<file path="src/rtl/gcs_pkg.sv">
// constants for the global control and status register bank
// Functional notes
// RULE_01 - each internal register location is one 16-bit word
// RULE_02 - internal address is the host address with its lowest bit dropped
// RULE_03 - unimplemented bits ignore writes; their read value is free
// RULE_04 - all bits reset to zero unless another reset value is given
// RULE_05 - host must never write undefined mode codes into mode fields
// RULE_06 - global registers sit at word offsets 0x0 to 0xC in fixed order
// RULE_07 - enable bits 0-3: front-panel input, header removal, crossbar, crossbar RAM
// RULE_08 - enable bits 4-6: buffer arbiter, buffer core, buffer receiver
// RULE_09 - enable bits 7-10: header RAM, delay generator, standard output, station output
// RULE_10 - enable bits 11-14: timing, frame boundary, pattern generator, pattern receiver
// RULE_11 - enable bit 15 is read-only and always reads one
// RULE_12 - status bit 0 latches a frame header error until device reset
// RULE_13 - status bits 1 and 2 show lock of board and divided clocks
// RULE_14 - status bit 3 is set when buffer clock stops; host then resets
// RULE_15 - status bit 8 shows buffer initialisation done, buffer then full
// RULE_16 - status bits 10-9 give buffer occupancy in quarters, 00 to 11
// RULE_17 - status bit 11 is set while the buffer holds no data
// RULE_18 - synthesizer control bits 7-0 drive the synthesizer data lines
// RULE_19 - synthesizer control bit 8 drives the frequency-update strobe
// RULE_20 - synthesizer control bit 9 drives the synthesizer reset line
// RULE_21 - synthesizer control bit 10 drives its control clock, toggled by software
// RULE_22 - status bits 7-4 and 15-12 read zero; status inputs are synchronised
package gcs_pkg;
   // ***********************************
   // address layout
   // ***********************************
   localparam int unsigned HOST_AW = 21;
   localparam int unsigned IDX_W = 20;
   localparam logic [19:0] OFS_ENABLES = 20'h00000;
   localparam logic [19:0] OFS_STATUS = 20'h00001;
   localparam logic [19:0] OFS_SYNTH = 20'h00002;
   localparam logic [19:0] OFS_RESETS_LOW = 20'h00003;
   localparam logic [19:0] OFS_START_HIGH = 20'h00006;
   localparam logic [19:0] OFS_IDENTITY = 20'h00007;
   localparam logic [19:0] OFS_CONTROL = 20'h00009;
   localparam logic [19:0] OFS_MASK = 20'h0000A;
   localparam logic [19:0] OFS_FLAGS = 20'h0000B;
   localparam logic [19:0] OFS_FRAME_CNT = 20'h0000C;
   localparam int unsigned STORE_LO = 3;
   localparam int unsigned STORE_HI = 10;
   // ***********************************
   // reset values
   // ***********************************
   localparam logic [14:0] RST_ENABLES = 15'h0000;
   localparam logic [10:0] RST_SYNTH = 11'h000;
   localparam logic [15:0] RST_WORD = 16'h0000;
   localparam logic [15:0] RST_CONTROL = 16'h0004;
   // arbitrary value, not a real part code
   localparam logic [15:0] IDENTITY_VALUE = 16'h0000;
   // ***********************************
   // field positions
   // ***********************************
   localparam int unsigned ENB_FIXED_ONE = 15;
   localparam int unsigned ST_HDR_ERR = 0;
   localparam int unsigned ST_LOCK_BOARD = 1;
   localparam int unsigned ST_LOCK_DIV = 2;
   localparam int unsigned ST_CLK_STOP = 3;
   localparam int unsigned ST_INIT_DONE = 8;
   localparam int unsigned ST_FILL_LO = 9;
   localparam int unsigned ST_FILL_HI = 10;
   localparam int unsigned ST_EMPTY = 11;
   localparam int unsigned SYN_DATA_HI = 7;
   localparam int unsigned SYN_FREQ = 8;
   localparam int unsigned SYN_RST = 9;
   localparam int unsigned SYN_CLK = 10;
   localparam logic [31:0] FULL_SAMPLES = 32'h03D08DE0;
   // ***********************************
   // synchroniser
   // ***********************************
   localparam int unsigned STAT_IN_W = 8;
   localparam logic [7:0] RST_STAT = 8'h00;
endpackage : gcs_pkg

</file>
<file path="src/rtl/gcs_global_regs.sv">
// global control and status register bank of the playback output board
`timescale 1ns/1ns
module gcs_global_regs (
   // clock and reset
   input wire logic ref_clk,
   input wire logic reset_n,
   // host register port
   input wire logic [20:0] host_addr,
   input wire logic host_wr,
   input wire logic host_rd,
   input wire logic [15:0] host_wr_data,
   output logic [15:0] host_rd_data,
   output logic host_rd_valid,
   // status inputs from other clock domains
   input wire logic disk_header_error,
   input wire logic board_clock_locked,
   input wire logic divided_clock_locked,
   input wire logic buffer_clock_stopped,
   input wire logic buffer_init_done,
   input wire logic [1:0] buffer_fill_code,
   input wire logic buffer_empty,
   // module enables
   output logic [14:0] module_enable,
   // synthesizer control lines
   output logic [7:0] synth_data_lines,
   output logic synth_freq_strobe,
   output logic synth_reset_line,
   output logic synth_control_clock
);

   // ***********************************
   // address decode
   // ***********************************
   logic [19:0] word_idx;
   logic [10:0] synth_reg;
   logic [15:0] store [gcs_pkg::STORE_LO:gcs_pkg::STORE_HI];
   logic [15:0] status_word;
   logic [15:0] next_rd_data;
   logic hdr_err;
   logic clk_stop;

   // host byte address to word index
   assign word_idx = host_addr[20:1]; // RULE_01 RULE_02

   // ***********************************
   // status synchronisers
   // ***********************************
   logic [7:0] stat_raw;
   logic [7:0] sync1;
   logic [7:0] sync2;
   logic [7:0] sync3;
   logic [7:0] stat;

   assign stat_raw = {buffer_empty, buffer_fill_code, buffer_init_done,
                      buffer_clock_stopped, divided_clock_locked,
                      board_clock_locked, disk_header_error};

   // three stages; a change counts once stages two and three agree
   always_ff @(posedge ref_clk or negedge reset_n) begin
      if (!reset_n) begin
         sync1 <= gcs_pkg::RST_STAT;
         sync2 <= gcs_pkg::RST_STAT;
         sync3 <= gcs_pkg::RST_STAT;
      end else begin
         sync1 <= stat_raw; // RULE_22
         sync2 <= sync1;
         sync3 <= sync2;
      end
   end

   // per-bit agreement filter; fill code bits may settle a cycle apart
   always_ff @(posedge ref_clk or negedge reset_n) begin
      if (!reset_n) begin
         stat <= gcs_pkg::RST_STAT;
      end else begin
         for (int i = 0; i < gcs_pkg::STAT_IN_W; i++) begin
            if (sync2[i] == sync3[i]) begin
               stat[i] <= sync3[i]; // RULE_22
            end
         end
      end
   end

   // ***********************************
   // sticky status
   // ***********************************
   // only a full device reset clears these
   always_ff @(posedge ref_clk or negedge reset_n) begin
      if (!reset_n) begin
         hdr_err <= 1'b0;
      end else if (stat[0]) begin
         hdr_err <= 1'b1; // RULE_12
      end
   end

   always_ff @(posedge ref_clk or negedge reset_n) begin
      if (!reset_n) begin
         clk_stop <= 1'b0;
      end else if (stat[3]) begin
         clk_stop <= 1'b1; // RULE_14
      end
   end

   always_comb begin
      status_word = 16'h0000; // RULE_22
      status_word[gcs_pkg::ST_HDR_ERR] = hdr_err; // RULE_12
      status_word[gcs_pkg::ST_LOCK_BOARD] = stat[1]; // RULE_13
      status_word[gcs_pkg::ST_LOCK_DIV] = stat[2]; // RULE_13
      status_word[gcs_pkg::ST_CLK_STOP] = clk_stop; // RULE_14
      status_word[gcs_pkg::ST_INIT_DONE] = stat[4]; // RULE_15
      status_word[gcs_pkg::ST_FILL_HI:gcs_pkg::ST_FILL_LO] = stat[6:5]; // RULE_16
      status_word[gcs_pkg::ST_EMPTY] = stat[7]; // RULE_17
   end

   // ***********************************
   // writable registers
   // ***********************************
   // bit 15 has no storage, so writes to it are lost
   always_ff @(posedge ref_clk or negedge reset_n) begin
      if (!reset_n) begin
         module_enable <= gcs_pkg::RST_ENABLES; // RULE_04
      end else if (host_wr && word_idx == gcs_pkg::OFS_ENABLES) begin
         module_enable <= host_wr_data[14:0]; // RULE_07 RULE_08 RULE_09 RULE_10 RULE_11
      end
   end

   always_ff @(posedge ref_clk or negedge reset_n) begin
      if (!reset_n) begin
         synth_reg <= gcs_pkg::RST_SYNTH; // RULE_04
      end else if (host_wr && word_idx == gcs_pkg::OFS_SYNTH) begin
         synth_reg <= host_wr_data[10:0]; // RULE_03
      end
   end

   // synthesizer lines are bit-banged; no timing is enforced here
   assign synth_data_lines = synth_reg[gcs_pkg::SYN_DATA_HI:0]; // RULE_18
   assign synth_freq_strobe = synth_reg[gcs_pkg::SYN_FREQ]; // RULE_19
   assign synth_reset_line = synth_reg[gcs_pkg::SYN_RST]; // RULE_20
   assign synth_control_clock = synth_reg[gcs_pkg::SYN_CLK]; // RULE_21

   // plain storage for words whose fields belong to other blocks
   always_ff @(posedge ref_clk or negedge reset_n) begin
      if (!reset_n) begin
         for (int i = gcs_pkg::STORE_LO; i <= gcs_pkg::STORE_HI; i++) begin
            store[i] <= gcs_pkg::RST_WORD; // RULE_04
         end
         store[gcs_pkg::OFS_CONTROL] <= gcs_pkg::RST_CONTROL;
      end else if (host_wr) begin
         for (int i = gcs_pkg::STORE_LO; i <= gcs_pkg::STORE_HI; i++) begin
            if (word_idx == 20'(i) && word_idx != gcs_pkg::OFS_IDENTITY) begin
               store[i] <= host_wr_data; // RULE_06
            end
         end
      end
   end

   // ***********************************
   // read path
   // ***********************************
   always_comb begin
      next_rd_data = 16'h0000;
      if (word_idx == gcs_pkg::OFS_ENABLES) begin
         next_rd_data = {1'b1, module_enable}; // RULE_11
      end else if (word_idx == gcs_pkg::OFS_STATUS) begin
         next_rd_data = status_word;
      end else if (word_idx == gcs_pkg::OFS_SYNTH) begin
         next_rd_data = {5'h00, synth_reg}; // RULE_03
      end else if (word_idx == gcs_pkg::OFS_IDENTITY) begin
         next_rd_data = gcs_pkg::IDENTITY_VALUE;
      end else if (word_idx >= gcs_pkg::OFS_RESETS_LOW && word_idx <= gcs_pkg::OFS_MASK) begin
         next_rd_data = store[word_idx[3:0]]; // RULE_06
      end
      // flags, frame counter and unmapped words read zero
   end

   always_ff @(posedge ref_clk or negedge reset_n) begin
      if (!reset_n) begin
         host_rd_data <= 16'h0000;
      end else if (host_rd) begin
         host_rd_data <= next_rd_data;
      end
   end

   always_ff @(posedge ref_clk or negedge reset_n) begin
      if (!reset_n) begin
         host_rd_valid <= 1'b0;
      end else begin
         host_rd_valid <= host_rd;
      end
   end
endmodule : gcs_global_regs

</file>
<file path="config.mk">
export PLATFORM = sky130hd
export DESIGN_NAME = gcs_global_regs
export DESIGN_NICKNAME = d
export VERILOG_FILES = /design/src/rtl/gcs_pkg.sv /design/src/rtl/gcs_global_regs.sv
export SDC_FILE = /design/constraint.sdc
export NUM_CORES = 1
export LEC_CHECK = 0
export ABC_CLOCK_PERIOD_IN_PS = 1400
export BUFFER_PORTS_ARGS = -buffer_cell sky130_fd_sc_hd__buf_2
export CORE_MARGIN = 1
export CORE_UTILIZATION = 61
export CTS_BUF_LIST = sky130_fd_sc_hd__clkbuf_4
export DETAILED_ROUTE_END_ITERATION = 16
export PLACE_DENSITY = 0.91
export SKIP_CTS_REPAIR_TIMING = 1
export SLEW_MARGIN = 30
export SYNTH_ARGS = -nofsm -noshare
export SYNTH_HDL_FRONTEND = slang
export SYNTH_SLANG_ARGS = --single-unit
</file>
<file path="constraint.sdc">
create_clock -name ref_clk -period 1.4 [get_ports ref_clk]
set_input_delay 0.07 -clock ref_clk [delete_from_list [all_inputs] [get_ports ref_clk]]
set_output_delay 0.07 -clock ref_clk [all_outputs]
set_load 0.01 [all_outputs]
</file>
==> impl_metrics.tcl <==
set metrics [dict create \
    fmax_mhz 587.7 \
    setup_ws_ns -0.3017 \
    irDropWorstVdd_mv 0.5593 \
    maxSlewViolCount 0 \
    htree_levels 4 \
    worst_hold_path_type "input pin to asynchronous set/reset pin" \
    die_w_um 117.9 \
    drtIter0Drc 1245 \
    ys.warnings.count 0 \
    whs_ns -0.04330 \
    synth_top_area_cell "dfrtp_1" \
    p_per_area_nw_per_um2 918.5 \
    clk_pin_slew_ns 0.19 \
    final_util 0.8138 \
    syn_to_final_growth_pct 27.92 \
    drc 0 \
    pin_count 92 \
    via_per_inst 6.924 \
    critPathRequiredTime_ns 1.89 \
    critPathKind "flop to flop" \
    synth_top_area_share 0.5743 \
    nets 825 \
    dpl.hpwl_um 14820 \
    status "finished, violations left" \
    clock-sinks 189 \
    routabilityCongestion 0.9381 \
    synthDistinctLibCells 45 \
    io_buffers 90 \
    final_cell_area_um2 10480 \
    wl_per_cell_um 27.57 \
    die_area_um2 13900 \
    drt-total-wl_um 26550 \
    fin_skew_ns 0.03135 \
    largest_reg_flops 112 \
    grt_pass1_vias 6556 \
    crit_path_end_kind "flop" \
    synth_nets 641 \
    grt_setup_unrepaired "yes" \
    core_um2 12880 \
    cts_tree "done" \
    clk_latency_ns 0.65 \
    crit_fanout 2 \
    synth_ff_type "dfrtp_1" \
    cts.path.max_buffers 2 \
    final_antenna_net_count 0 \
    drive_gt1_frac 0.4880 \
    startpoint_type "flop" \
    fin_crit_ns 1.702 \
    tightest_slew_ns 0.6538 \
    placement.cell_area_um2 9651 \
    reg_top3 "store: 112 flops, host_rd_data: 16 flops, module_enable: 15 flops" \
    vias 6668 \
    cap_violations 0 \
    num-fill-cells 569 \
    place_ws_ns -0.7378 \
    rows 41 \
    relSlewSlack 0.5636 \
    grt_usage 0.3459 \
    fin_crit_sh 1.215 \
    grt_overflow 0 \
    grt_pass1_wl_um 36250 \
    ys_ff_latch 189 \
    grt_start_max_net_pins 58 \
    async_flop_share 1.000 \
    netlist_top_cells_area "dfrtp_1 57%, mux2_2 17%, mux2i_1 3.4%" \
    initial_core_util 0.6362 \
    power_leakage_uw 0.005207 \
    postSynthCellCount 592 \
    worstPathArrival_ns 2.19 \
    root_buffer "clkbuf_4" \
    antenna_found_initial 2 \
    yosysSeqAreaShare 0.5775 \
    firstDrtPassIters 7 \
    top_register "store" \
    avgSynthCellArea_um2 13.84 \
    synthesis.area_um2 8192 \
    die_h_um 117.9 \
    synth_edf_count 0 \
    hold_viol 41 \
    cts_made_buffers 17 \
    setup_viol 44 \
    violations "negative hold slack, negative setup slack" \
]
==> worst max-delay path, cell delays in order, from the launching register on <==
cell and delay, ns:
dfrtp_1 0.43, a22o_1 0.23, a221o_1 0.39, a31oi_1 0.37, o21ai_1 0.15
==> cell usage after synthesis, drive strengths merged, types with 4 or more instances <==
cell type and n:
a2bb2oi 16, a22o 6, dfrtp 188, a222oi 7
mux2 151, nand2 20, inv 4, nor2b 8
a221oi 10, a31oi 4, clkbuf 23, a21oi 16
maj3 8, o22ai 14, nor4 6, o21ai 11
a22oi 4, nand3 6, nor2 18, buf 17
mux2i 28
==> final cells by class <==
cell class / count / area [µm²] / share of cell area
clock inverters: 15 / 176.4 / 0.01684
inverters: 4 / 15.01 / 0.001433
clock buffers: 17 / 127.6 / 0.01218
multi-input cells: 359 / 3620 / 0.3454
flip-flops and latches: 189 / 4731 / 0.4515
diodes: 2 / 5.005 / 0.0004776
repair buffers: 205 / 1589 / 0.1516
well taps: 172 / 215.2 / 0.02054
==> stage by stage <==
stage | setup TNS, ns | hold WS, ns | instances | total power [µW]
after CTS | -0.9810 | -0.5988 | 926 | 9470
after global routing | -2.324 | -0.03718 | 963 | 9907
after global placement | -75.82 | 0.08266 | 894 | 6308
after detailed placement | -82.16 | 0.09495 | 894 | 6346
final | -2.548 | -0.04330 | 963 | 9625
after floorplan | -55.10 | -0.2256 | 592 | 5896
==> placed cells by master (no fill, tap or decap), drive strengths merged, types with 8 or more instances in the layout <==
cell	count
dfrtp	188
inv	11
a21oi	16
o21ai	11
a221oi	10
dlygate4sd3	26
o22ai	14
a2bb2oi	16
mux2	151
clkbuf	20
mux2i	28
nor2b	8
nand2	20
buf	176
maj3	8
nor2	18
==> worst paths after layout <==
kind	startpoint	end	slack, ns	cells after the start
worst max-delay path	store[4]	host_rd_data[4]	-0.30	4
worst min register to register	sync1[5]	sync2[5]	0.37	0
min in group ref_clk	host_addr[5]	host_rd_data[13]	0.03	7
worst max register to register	store[4]	host_rd_data[4]	-0.30	4
worst min-delay path	reset_n	store[28]	-0.04	2
max in group asynchronous	reset_n	synth_reg[3]	0.82	3
==> report_power, final <==
group / total, µW / switching [µW] / internal, µW
clock: 3260 / 2140 / 1120
sequential: 5570 / 36.7 / 5530
combinational: 794 / 478 / 316
==> metal layers <==
metal  share of wire  track usage  vias up
li1                -            -     2565
met3            0.11      0.07025      200
met1            0.36       0.4508     3272
met2            0.45       0.5364      631
met4           0.076       0.2107        0
met5               0            0        -
==> kinds of logic after synthesis <==
kind of cell / after synthesis / synth area share
and+or+nand+nor: 73 / 0.05331
buffers and inverters: 44 / 0.02459
adders and majority gates: 8 / 0.009776
AOI/OAI and AO/OA: 98 / 0.08737
DFF: 189 / 0.5775
xor gates and xnor gates: 1 / 0.001069
muxes: 179 / 0.2464
Power figures use the tool's default switching activity.
